<file path="src/rtl/oms_defines.svh">
// Constants for the oscillator mode select block
`ifndef OMS_DEFINES_SVH
`define OMS_DEFINES_SVH
`define OMS_SEL_W          3
`define OMS_SEL_LP         3'h0
`define OMS_SEL_XT         3'h1
`define OMS_SEL_HS         3'h2
`define OMS_SEL_EXTERNAL_CLOCK_PIN_FREE_MODE       3'h3
`define OMS_SEL_INTERNAL_OSC_BOTH_PINS_MODE     3'h4
`define OMS_SEL_INTERNAL_OSC_CLKOUT_MODE     3'h5
`define OMS_SEL_RESISTOR_CAPACITOR_PIN_FREE_MODE       3'h6
`define OMS_SEL_RC         3'h7
`define OMS_CLKOUT_DIV     4
`define OMS_START_WAIT_DEF 1024
`endif

</file>
<file path="src/rtl/oms_pkg.sv">
// Types for the oscillator mode select block
package oms_pkg;
    typedef enum logic [7:0] {
        low_power_crystal_mode          = 8'h01,
        crystal_resonator_mode          = 8'h02,
        high_speed_crystal_mode         = 8'h04,
        resistor_capacitor_clkout_mode  = 8'h08,
        resistor_capacitor_pin_free_mode = 8'h10,
        internal_osc_clkout_mode        = 8'h20,
        internal_osc_both_pins_mode     = 8'h40,
        external_clock_pin_free_mode    = 8'h80
    } oms_mode_type;
    typedef enum logic [1:0] {
        oms_src_crystal  = 2'h0,
        oms_src_rc       = 2'h1,
        oms_src_internal = 2'h2,
        oms_src_external = 2'h3
    } oms_src_type;
endpackage

</file>
<file path="src/rtl/oms_if.sv">
// Decoded pin roles carried from the decoder to the top
`timescale 1ns/1ps
`default_nettype none
interface oms_if;
    import oms_pkg::*;
    oms_mode_type mode;          // One-hot decoded mode
    oms_src_type  src;           // Clock source class
    logic         out_clkdiv;    // Clock-out pin drives Fosc/4
    logic         out_gpio;      // Clock-out pin is port A bit 6
    logic         in_gpio;       // Clock-in pin is port A bit 7
    logic         needs_start;   // Start-up wait required
    modport dec (output mode, output src, output out_clkdiv, output out_gpio, output in_gpio, output needs_start);
    modport top (input mode, input src, input out_clkdiv, input out_gpio, input in_gpio, input needs_start);
endinterface
`default_nettype wire

</file>
<file path="src/rtl/oms_decode.sv">
// Combinational decoder from select field to mode and pin roles
`timescale 1ns/1ps
`default_nettype none
`include "oms_defines.svh"
module oms_decode
    import oms_pkg::*;
(
    input  wire logic [`OMS_SEL_W-1:0] sel,
    oms_if.dec                         roles
);
    // Every code maps to one mode, so no illegal value exists
    always_comb begin
        roles.out_clkdiv  = 1'b0;
        roles.out_gpio    = 1'b0;
        roles.in_gpio     = 1'b0;
        roles.needs_start = 1'b1;
        roles.src         = oms_src_crystal;
        roles.mode        = low_power_crystal_mode;
        unique case (sel)
            `OMS_SEL_LP:   roles.mode = low_power_crystal_mode;
            `OMS_SEL_XT:   roles.mode = crystal_resonator_mode;
            `OMS_SEL_HS:   roles.mode = high_speed_crystal_mode;
            `OMS_SEL_RC: begin
                roles.mode       = resistor_capacitor_clkout_mode;
                roles.src        = oms_src_rc;
                roles.out_clkdiv = 1'b1;
            end
            `OMS_SEL_RESISTOR_CAPACITOR_PIN_FREE_MODE: begin
                roles.mode     = resistor_capacitor_pin_free_mode;
                roles.src      = oms_src_rc;
                roles.out_gpio = 1'b1;
            end
            `OMS_SEL_INTERNAL_OSC_CLKOUT_MODE: begin
                roles.mode       = internal_osc_clkout_mode;
                roles.src        = oms_src_internal;
                roles.out_clkdiv = 1'b1;
                roles.in_gpio    = 1'b1;
            end
            `OMS_SEL_INTERNAL_OSC_BOTH_PINS_MODE: begin
                roles.mode     = internal_osc_both_pins_mode;
                roles.src      = oms_src_internal;
                roles.out_gpio = 1'b1;
                roles.in_gpio  = 1'b1;
            end
            `OMS_SEL_EXTERNAL_CLOCK_PIN_FREE_MODE: begin
                roles.mode        = external_clock_pin_free_mode;
                roles.src         = oms_src_external;
                roles.needs_start = 1'b0;
                roles.out_gpio    = 1'b1;
            end
        endcase
    end
endmodule // oms_decode
`default_nettype wire

</file>
<file path="src/rtl/oms_top.sv">
// Oscillator mode select: latches the mode at reset and routes the oscillator pins
`timescale 1ns/1ps
`default_nettype none
`include "oms_defines.svh"
module oms_top
    import oms_pkg::*;
#(
    parameter int START_WAIT = `OMS_START_WAIT_DEF  // Start-up wait in clocks
) (
    input  wire logic                  clk,
    input  wire logic                  rst,
    input  wire logic [`OMS_SEL_W-1:0] osc_mode_select,     // Configuration field
    input  wire logic                  wake,                // Pulse: exit from sleep
    input  wire logic                  port_a_bit6_out,     // Port data for bit 6
    input  wire logic                  port_a_bit6_oe,      // Port drive for bit 6
    input  wire logic                  port_a_bit7_out,     // Port data for bit 7
    input  wire logic                  port_a_bit7_oe,      // Port drive for bit 7
    input  wire logic                  clock_out_pin_in,    // Clock-out pad level
    input  wire logic                  clock_in_pin_in,     // Clock-in pad level
    output logic                       clock_out_pin_out,
    output logic                       clock_out_pin_oe,
    output logic                       clock_in_pin_out,
    output logic                       clock_in_pin_oe,
    output logic                       port_a_bit6_in,      // Synchronised pad read
    output logic                       port_a_bit7_in,
    output oms_mode_type               mode,                // Latched mode
    output oms_src_type                clock_source,
    output logic                       clock_ready          // Start-up wait over
);
    // How the block works
    //
    // The configuration field is a strap: it is copied into sel_q on the
    // first clock edge after reset is released and never looked at again
    // until the next reset. Everything else in the block follows from the
    // decoded mode of that copy, so a field that wanders at run time can
    // never move a pin role under the feet of the port logic.
    //
    // The decoder is purely combinational and hands its pin roles over in
    // an interface; this module only registers the pad drive, so every pad
    // output and pad enable comes straight from a flip-flop and cannot
    // glitch while the decode settles.
    //
    // The divided clock is modelled as a square wave at a quarter of clk,
    // taken from the top bit of a two-bit counter. It is good enough for
    // test and synchronisation use; it is not phase-aligned to anything.
    //
    // The start-up counter stands for the oscillator settling time. It is
    // restarted by reset and by every exit from sleep. The external-clock
    // mode skips it entirely, since the board already supplies a clean
    // clock there.
    //
    // Pad reads pass two flip-flops, because the pad level is not of this
    // clock's domain, and are forced low when the pin is not a port bit so
    // that oscillator activity never leaks into port reads.
    //
    // Limitation: a wake pulse in the external-clock mode still drops ready
    // for one cycle; the ready flag is a level, so a read in that cycle sees the gap.

    // Decoded roles shared with the decoder
    oms_if roles ();

    // Captured configuration
    logic [`OMS_SEL_W-1:0] sel_q;     // Field captured at reset release
    logic [`OMS_SEL_W-1:0] sel_d;     // Next value of the captured field
    logic                  loaded_q;  // Field has been captured
    logic                  loaded_d;  // Next value of the capture flag

    // Divided clock
    logic [1:0]            div_q;     // Fosc/4 divider
    logic [1:0]            div_d;     // Next divider count
    logic                  cko_q;     // Registered clock-out level
    logic                  cko_d;     // Next clock-out level

    // Start-up wait
    logic [31:0]           wait_q;    // Start-up counter
    logic [31:0]           wait_d;    // Next start-up count
    logic                  rdy_q;     // Start-up wait is over
    logic                  rdy_d;     // Next ready level

    // Pad read synchronisers
    logic [1:0]            s6_q;      // Clock-out pad synchroniser
    logic [1:0]            s6_d;      // Next clock-out pad stages
    logic [1:0]            s7_q;      // Clock-in pad synchroniser
    logic [1:0]            s7_d;      // Next clock-in pad stages

    // Pad drive registers
    logic                  d6_q;      // Clock-out pad data
    logic                  d6_d;      // Next clock-out pad data
    logic                  d7_q;      // Clock-in pad data
    logic                  d7_d;      // Next clock-in pad data
    logic                  e6_q;      // Clock-out pad enable
    logic                  e6_d;      // Next clock-out pad enable
    logic                  e7_q;      // Clock-in pad enable
    logic                  e7_d;      // Next clock-in pad enable

    // Mode decoder; its roles are stable once the field is captured
    oms_decode u_dec (
        .sel   (sel_q),
        .roles (roles)
    );

    // Capture once after reset; a strap must not pass through async reset
    always_comb begin
        sel_d    = sel_q;
        loaded_d = 1'b1;
        if (!loaded_q) begin
            sel_d = osc_mode_select;
        end
    end

    // Divider, start-up counter, pad logic
    always_comb begin
        div_d  = div_q + 2'h1;
        cko_d  = div_q[1];      // Half high, half low over four clocks
        wait_d = wait_q;
        rdy_d  = rdy_q;
        if (!loaded_q || wake) begin
            wait_d = 32'h0;
            rdy_d  = 1'b0;
        end else if (!rdy_q) begin
            // External clock skips the wait; crystal, RC and internal-oscillator modes count it out
            if (!roles.needs_start || wait_q >= 32'(START_WAIT - 1)) begin
                rdy_d = 1'b1;
            end else begin
                wait_d = wait_q + 32'h1;
            end
        end
        // Two stages per pad; only the second stage is ever read
        s6_d = {s6_q[0], clock_out_pin_in};
        s7_d = {s7_q[0], clock_in_pin_in};
        // Clock-out pad: divided clock, port bit 6, or oscillator use
        if (roles.out_clkdiv) begin
            d6_d = cko_q;
            e6_d = 1'b1;
        end else if (roles.out_gpio) begin
            d6_d = port_a_bit6_out;
            e6_d = port_a_bit6_oe;
        end else begin
            d6_d = 1'b0;
            e6_d = 1'b0;  // Crystal drive stays analog
        end
        // Clock-in pad: port bit 7 only in internal modes
        if (roles.in_gpio) begin
            d7_d = port_a_bit7_out;
            e7_d = port_a_bit7_oe;
        end else begin
            d7_d = 1'b0;
            e7_d = 1'b0;  // Clock or oscillator input
        end
    end

    // State registers; reset is synchronous, so the strap copy is taken
    // on a clean edge and never through an asynchronous path
    always_ff @(posedge clk) begin
        if (rst) begin
            sel_q    <= `OMS_SEL_LP;
            loaded_q <= 1'b0;
            div_q    <= 2'h0;
            cko_q    <= 1'b0;
            wait_q   <= 32'h0;
            rdy_q    <= 1'b0;
            s6_q     <= 2'h0;
            s7_q     <= 2'h0;
            d6_q     <= 1'b0;
            e6_q     <= 1'b0;
            d7_q     <= 1'b0;
            e7_q     <= 1'b0;
        end else begin
            sel_q    <= sel_d;
            loaded_q <= loaded_d;
            div_q    <= div_d;
            cko_q    <= cko_d;
            wait_q   <= wait_d;
            rdy_q    <= rdy_d;
            s6_q     <= s6_d;
            s7_q     <= s7_d;
            d6_q     <= d6_d;
            e6_q     <= e6_d;
            d7_q     <= d7_d;
            e7_q     <= e7_d;
        end
    end

    // Outputs; port reads are zero when the pin is not a port bit
    // Pad drive comes from flip-flops only, one cycle after the roles
    assign clock_out_pin_out = d6_q;
    assign clock_out_pin_oe  = e6_q;
    assign clock_in_pin_out  = d7_q;
    assign clock_in_pin_oe   = e7_q;
    assign port_a_bit6_in    = roles.out_gpio & s6_q[1];
    assign port_a_bit7_in    = roles.in_gpio & s7_q[1];
    assign mode              = roles.mode;
    assign clock_source      = roles.src;
    assign clock_ready       = rdy_q;
endmodule // oms_top
`default_nettype wire

</file>
<file path="config.mk">
export PLATFORM = sky130hd
export DESIGN_NAME = oms_top
export DESIGN_NICKNAME = d
export VERILOG_FILES = /design/src/rtl/oms_pkg.sv /design/src/rtl/oms_if.sv /design/src/rtl/oms_decode.sv /design/src/rtl/oms_top.sv
export VERILOG_INCLUDE_DIRS = /design/src /design/src/rtl
export SDC_FILE = /design/constraint.sdc
export NUM_CORES = 1
export LEC_CHECK = 0
export BUFFER_PORTS_ARGS = -buffer_cell sky130_fd_sc_hd__buf_2
export CORE_MARGIN = 2
export CORE_UTILIZATION = 54
export DETAILED_ROUTE_END_ITERATION = 10
export MAX_ROUTING_LAYER = met4
export PLACE_DENSITY = 0.8
export RECOVER_POWER = 50
export SYNTH_ARGS = -nofsm -noshare
export SYNTH_HDL_FRONTEND = slang
export SYNTH_SLANG_ARGS = --single-unit
</file>
<file path="constraint.sdc">
create_clock -name clk -period 2.24 [get_ports clk]
set_input_delay 0.224 -clock clk [delete_from_list [all_inputs] [get_ports clk]]
set_output_delay 0.224 -clock clk [all_outputs]
set_load 0.1 [all_outputs]
</file>
After elaboration in Yosys (flattened, before gate mapping)
Index checks and enable logic that the tools add are counted.
- bits of input ports: 12
- register bits: 48
- logic and storage cells: 50
- output and inout bits: 17
- eq/ne operators: 7
- bitwise logic cells: 5
- reductions and logical operators: 11
- magnitude comparators: 1
- add/sub/neg operators: 2
- mux-type cells: 12
- operator list (kind ; number):
    8-bit one-hot mux with 8 select lines ; 1
    32-bit by 1-bit adder with 32-bit output (second input constant) ; 1
    32-bit by 10-bit greater-or-equal comparator with 1-bit output (second input constant) ; 1
    3-bit equality test (second input constant) ; 4
    1-bit two-way mux ; 10
    2-bit OR reduction ; 5
    3-bit by 2-bit equality test with 1-bit output (second input constant) ; 2
    2-bit one-hot mux with 3 select lines ; 1
    3-bit by 1-bit equality test with 1-bit output (second input constant) ; 1
    3-bit zero test ; 1
    1-bit NOT ; 3
    3-bit OR reduction ; 1
    2-bit by 1-bit adder with 2-bit output (second input constant) ; 1
    1-bit AND ; 2
    1-bit logical OR ; 2
    2-bit AND reduction ; 1
    1-bit zero test ; 1

Longest topological paths before layout
Gate-level depths: netlist of run 1.
- word-level depth: 5
- mapped depth: 7
- mapped depth without buffers: 6

Hierarchy
From an unflattened synthesis of run 1, not the netlist that was laid out.
- cells, all modules: 181
- area total of the unflattened synthesis: 1770.4 um^2
- modules (own cells, without submodules) (module ; sequential area each (um^2) ; area each (um^2) ; cells each ; times used):
    oms_top ; 960.9 ; 1662.8 ; 164 ; 1
    oms_decode ; 0.0 ; 107.6 ; 17 ; 1

Worst setup path before layout of run 1
OpenSTA, ideal clock, no wires.
- path type: reg-to-output
- start point: register sel_q[2]
- end point: output port port_a_bit6_in
- setup slack: -0.875 ns
- arrival: 2.891 ns
- data required time: 2.016 ns
- buffers on the path: 1
- stages on the path, launching flop included: 4
- path through: dfxtp_1 -> clkbuf_1 -> nand2_1 -> a21boi_0
- longest elaborated chain between the ends: 4
- elaborated cells between the ends (all ways): 6
- classes of those cells: eq/ne: 3; mux: 1; bitwise: 1; reduce/logical: 1
- ends and longest elaborated chain (item ; RTL line ; source):
    start, declared ; oms_top.sv:63 ; logic [`OMS_SEL_W-1:0] sel_q;
    start signal, assigned ; oms_top.sv:156 ; sel_q <= `OMS_SEL_LP;
    start signal, assigned ; oms_top.sv:169 ; sel_q <= sel_d;
    3-bit by 2-bit equality test with 1-bit output / 3-bit equality test (equally long branches) ; oms_decode.sv:19 ; unique case (sel)
    3-bit OR reduction (no source line) * ; -- ;
    1-bit two-way mux * ; oms_decode.sv:19 ;
    1-bit AND * ; oms_top.sv:190 ; assign port_a_bit6_in = roles.out_gpio & s6_q[1];
    end, declared ; oms_top.sv:24 ; output logic port_a_bit6_in,
Every way passes the cells marked *; elsewhere a longest branch is shown, timed or not.

Final worst setup path of run 1
- start point: register wait_q[0]
- end point: register wait_q[9]
- longest elaborated chain between the ends: 4
- elaborated cells between the ends (all ways): 5
- classes of those cells: add/sub: 1; order compare: 1; bitwise: 1; reduce/logical: 2
- ends and longest elaborated chain (item ; RTL line ; source):
    start, declared ; oms_top.sv:75 ; logic [31:0] wait_q;
    start signal, assigned ; oms_top.sv:173 ; wait_q <= wait_d;
    32-bit by 10-bit greater-or-equal comparator with 1-bit output ; oms_top.sv:122 ; if (!roles.needs_start || wait_q >= 32'(START_WAIT - 1)) begin
    1-bit logical OR ; oms_top.sv:122 ;
    1-bit NOT (no source line) ; -- ;
    2-bit AND reduction (no source line) ; -- ;
Parallel ways exist; a longest one is shown, timed or not.
A chain may end at the register's enable or synchronous reset.

==> flow_metrics.tcl, run 1 <==
set metrics [dict create \
    hold_slack_ns 0.09037 \
    cts_buffer_depth 2 \
    ys_ff_latch 48 \
    wl_met1_um 1420 \
    fin_cells 253 \
    dp_cells 245 \
    fin_tns_setup_ns 0 \
    ir_drop_mv 0.5475 \
    netlist_area_um2 1775 \
    yosysMostFrequentCell "dfxtp_1" \
    dr.first_iter.drc_count 52 \
    cts_resized 0 \
    synth_top_flop_cell "dfxtp_1" \
    syn_inst 179 \
    routed-wl-met3_um 96 \
    required_ns 2.53 \
    wirelength_um 3151 \
    route.detailed.drc 0 \
    clock_skew_ns 0.01713 \
    syn_to_final_growth_pct 12.83 \
    seq_area_frac_synth_pct 54.12 \
    fillers 269 \
    wl_per_cell_um 12.45 \
    reg2reg_depth 6 \
    cp-startpoint "wait_q[0]" \
    die_h_um 61.34 \
    yosysUniqueCellTypes 37 \
    arrival_ns 2.26 \
    initial_core_util_pct 57.22 \
    hold_viol_final 0 \
    layout-drive-gt1-share_pct 24.40 \
    cpMaxStageDelayCell "dfxtp_1" \
    leakagePower_nw 0.9317 \
    dieArea_um2 3763 \
    grt_usage_pct 19.23 \
    core_area_um2 3103 \
    path_clk_slew_ns 0.14 \
    vias_per_cell 5.225 \
    relSlewSlack_pct 47.94 \
    fin_util_pct 64.56 \
    cts_buffers 5 \
    grt_setup_unrepaired "false" \
    critical_path_class "flip-flop to flip-flop" \
    routabilityCongestion 0.8626 \
    p_total_w 0.001441 \
    synth-edff-count 0 \
    hp-class "input port to flip-flop" \
    firstDrtPassIters 4 \
    async_flop_share_pct 0 \
    cellPowerDensity_nw_per_um2 719.5 \
    ant_nets 0 \
    end_kind "flip-flop" \
    yosys.area.top_type_share_pct 54.12 \
    grt_max_degree 25 \
    via_count 1322 \
    h-tree-depth 2 \
    syn-num-nets 192 \
    finalSetupViolCount 0 \
    antenna_found_initial 0 \
    crit_end "wait_q[9]" \
    cts-root-buf "clkbuf_4" \
    diodes 0 \
    outcome "completed" \
    post_cts.repair.setup_buffers 0 \
    hpwl_um 2320 \
    cts_tree "yes" \
    topRoutingLayerUsed "met4" \
    report.final.slew_viol_count 0 \
    fp.dieW_um 61.34 \
    met2WireLength_um 1586 \
    path_cells "ha_1 -> and2_1 -> and4_1 -> or3_4 -> or3_1 -> a21oi_1" \
    avgSynthCellArea_um2 9.919 \
    ys_warn_count 0 \
    worst_slew_pin_slew_ns 0.7810 \
    r2r_start "wait_q[0]" \
    fp-row-count 20 \
    yosys-top-cells-area "dfxtp_1 54%, and3_1 7.4%, nor2_1 4.2%" \
    period_share_pct 87.94 \
    maxCapViolations 0 \
    critPathMaxStageDelay_ns 0.36 \
    hold_buffers 0 \
    overflow 0 \
    startpoint_type "flip-flop" \
    pin_count 29 \
    max_freq_mhz 507.7 \
    layout.nets 221 \
    synthTopCellsByCount "48 x dfxtp_1, 21 x and3_1, 20 x nor2_1, 9 x nand2_1, 7 x clkbuf_1" \
    first_global_vias 1175 \
    synth_area_leader_cell "dfxtp_1" \
    crit_path_max_fanout 6 \
    r2r-end "wait_q[9]" \
    period_minus_slack_ns 1.970 \
    clock_latency_ns 0.36 \
    r2r_slack_ns 0.27 \
    grt_first_pass_wirelength_um 5064 \
    port_buffers 28 \
    cts_sinks 48 \
]
==> worst min-delay path by stage <==
stage / from / to / slack [ns] / depth (start not counted)
finish: clock_in_pin_in / s7_q[0] / 0.09 / 2
global route: clock_in_pin_in / s7_q[0] / 0.09 / 2
CTS: clock_in_pin_in / s7_q[0] / 0.09 / 2
detailed placement: s7_q[0] / s7_q[1] / 0.44 / 1
global placement: s6_q[0] / s6_q[1] / 0.42 / 1
floorplan: rst / cko_q / 0.30 / 1
==> stage by stage <==
stage | instance area, um2 | worst slack [ns]
2_1_floorplan | 1778 | -0.7270
3_3_place_gp | 1947 | 0.3947
3_5_place_dp | 1947 | 0.3181
4_1_cts | 2008 | 0.2705
5_1_grt | 2003 | 0.1479
6_report | 2003 | 0.2702
==> power breakdown <==
group | total [W] | switching, W | internal [W]
Combinational | 0.000157 | 0.000120 | 0.0000366
Sequential | 0.000883 | 0.0000140 | 0.000869
Clock | 0.000402 | 0.000252 | 0.000150
==> placed cells by master, fill, tap and decap left out, types with 2 or more instances in the layout <==
master / netlist / layout
buf_2: 1 / 27
o21ai_0: 3 / 3
buf_4: 0 / 3
clkinv_2: 0 / 2
clkbuf_4: 0 / 5
nand3b_1: 2 / 2
nor3b_1: 3 / 3
xnor2_1: 6 / 6
clkbuf_1: 7 / 2
or3_1: 2 / 2
nand3_1: 5 / 5
dfxtp_1: 48 / 48
and2_1: 2 / 2
nand2_1: 9 / 9
inv_1: 4 / 4
and3_1: 21 / 21
nor3_1: 4 / 4
a21oi_1: 5 / 5
mux2i_1: 4 / 4
nand2b_1: 2 / 2
and3_2: 4 / 4
nor4_2: 3 / 3
nor4_1: 4 / 4
nor2b_1: 5 / 5
nor2_1: 20 / 19
==> critical path, delay by kind of cell, from the launching register on <==
family | cells | cell delay, ns
fa+ha+maj | 1 | 0.23
compound gates | 1 | 0.14
flops | 1 | 0.36
simple gates | 4 | 1.16
==> final cells by class <==
type                            instances  area (um2)  area share [%]
Clock buffer                            6       51.30           2.561
Sequential cell                        48       960.9           47.97
Timing Repair Buffer                   32       165.2           8.245
Tap cell                               44       55.05           2.748
Clock inverter                          2       10.01          0.4997
Inverter                                4       15.01          0.7495
Multi-Input combinational cell        117       745.7           37.23
==> kinds of logic (layout without fill, tap and decap cells) <==
kind of cell	Yosys count	in the layout	share of synthesized area, %
buffers and inverters	14	44	4.016
DFF	48	48	54.12
and+or+nand+nor	93	93	31.50
muxes	4	4	2.255
AOI/OAI and AO/OA	13	13	4.440
xor gates and xnor gates	6	6	2.960
adders and majority gates	1	1	0.7046
==> per-layer routing <==
layer	track usage [%]	vias up
li1	-	675
met1	22.21	628
met2	31.16	15
met3	4.412	4
met4	10.03	0
met5	-	-
==> sequential cells by signal, indices dropped and copies added, names as in the netlist, 2 cells and up <==
register,flops
s6_q,2
div_q,2
sel_q,3
wait_q,32
s7_q,2
Power figures use the tool's default switching activity.
==> inputs of run 2 (changes only) <==
--- a/config.mk
+++ b/config.mk
@@ -13,6 +13,7 @@
 export MAX_ROUTING_LAYER = met4
 export PLACE_DENSITY = 0.8
 export RECOVER_POWER = 50
+export REMOVE_ABC_BUFFERS = 1
 export SYNTH_ARGS = -nofsm -noshare
 export SYNTH_HDL_FRONTEND = slang
 export SYNTH_SLANG_ARGS = --single-unit
==> run 2 against run 1 <==
  * Worst setup slack worse by 0.029 ns
  * Clock-buffer cell count is 1 lower
  * Worst hold slack got worse by 0.010 ns
  * Power shrank 2.2%
  * Core utilization shrank 0.44 points
  * Final cell count stayed put
  * Critical endpoint is now port_a_bit6_in
  * Largest cell class unchanged
  * Highest routed layer unchanged
==> flow_metrics.tcl, run 2 (synthesis results as in run 1) <==
set metrics [dict create \
    outcome "completed" \
    syn_to_final_growth_pct 12.05 \
    clock_latency_ns 0.35 \
    cellPowerDensity_nw_per_um2 708.5 \
    leakagePower_nw 0.9181 \
    arrival_ns 1.77 \
    cts-root-buf "clkbuf_4" \
    hold_buffers 0 \
    dieArea_um2 3763 \
    report.final.slew_viol_count 0 \
    die_h_um 61.34 \
    ir_drop_mv 0.4750 \
    largest_register_ffs 32 \
    required_ns 2.02 \
    first_global_vias 1225 \
    post_cts.repair.setup_buffers 0 \
    max_freq_mhz 500.3 \
    hpwl_um 2279 \
    top_register "wait_q" \
    overflow 0 \
    ant_nets 0 \
    cts_buffers 5 \
    critical_path_class "flip-flop to output pin" \
    worst_slew_pin_slew_ns 0.8985 \
    mostFrequentLayoutCell "dfxtp_1" \
    relSlewSlack_pct 40.10 \
    period_share_pct 89.24 \
    hp-class "input port to flip-flop" \
    clock_skew_ns 0.009014 \
    vias_per_cell 5.190 \
    r2r_slack_ns 0.29 \
    core_area_um2 3103 \
    h-tree-depth 2 \
    initial_core_util_pct 57.22 \
    grt_max_degree 28 \
    route.detailed.drc 0 \
    hold_slack_ns 0.08024 \
    layout_common_cells "48 x dfxtp_1, 27 x buf_2, 21 x and3_1" \
    wirelength_um 3085 \
    period_minus_slack_ns 1.999 \
    dp_cells 246 \
    end_kind "output pin" \
    via_count 1313 \
    port_buffers 28 \
    startpoint_type "flip-flop" \
    cts_tree "yes" \
    finalSetupViolCount 0 \
    crit_path_max_fanout 10 \
    cts_sinks 48 \
    grt_first_pass_wirelength_um 5147 \
    routabilityCongestion 0.7952 \
    path_clk_slew_ns 0.13 \
    layout-drive-gt1-share_pct 22.97 \
    grt_setup_unrepaired "false" \
    wl_per_cell_um 12.19 \
    grt_usage_pct 19.20 \
    antenna_found_initial 0 \
    placed_area_um2 1952 \
    cts_buffer_depth 2 \
    fin_cells 253 \
    cts_resized 0 \
    dr.first_iter.drc_count 43 \
    largestRegisters "wait_q (32), sel_q (3)" \
    maxCapViolations 0 \
    diodes 0 \
    fp-row-count 20 \
    firstDrtPassIters 4 \
    fp.dieW_um 61.34 \
    finish.instance_area_um2 1989 \
    hold_viol_final 0 \
    pin_count 29 \
    layout.nets 222 \
]
run 2: power breakdown:
group	internal [W]	leakage [nW]	switching (W)
Sequential	0.000869	0.389	0.00000980
Combinational	0.0000363	0.502	0.000123
Clock	0.000115	0.0271	0.000257
run 2: per-stage QoR:
stage	setup WS (ns)	utilization [%]	power [W]	setup TNS [ns]
4_1_cts	0.2419	64.52	0.001419	0
5_1_grt	0.06882	64.11	0.001462	0
2_1_floorplan	-0.7913	-	0.001018	-2.492
3_3_place_gp	0.4023	62.90	0.001056	0
3_5_place_dp	0.3154	62.90	0.001060	0
6_report	0.2411	64.11	0.001409	0
run 2: metal layers:
metal  up-vias  part of all wire (%)  track usage (%)
met2        20                    51            31.16
met3         6                   3.2            5.252
met5         -                     0                -
met1       616                    45            22.77
met4         0                  0.94            7.295
li1        671                     -                -
run 2: critical path: stages, from the launching register on:
cell	delay, ns
dfxtp_1	0.52
nand3b_1	0.24
a21boi_0	0.22
buf_2	0.45
run 2: final timing paths:
kind | startpoint | endpoint | cells past startpoint
worst max-delay path | sel_q[1] | port_a_bit6_in | 3
worst min-delay path | clock_in_pin_in | s7_q[0] | 2
worst max register to register | wait_q[0] | wait_q[9] | 6
worst min register to register | div_q[0] | div_q[0] | 1
run 2: final cells by class:
type	count	area [um2]
clock buffers	5	37.54
clock inverters	2	12.51
fillers	287	1114
inverters	4	15.01
multi-input cells	117	743.2
flip-flops and latches	48	960.9
well taps	44	55.05
repair buffers	33	165.2
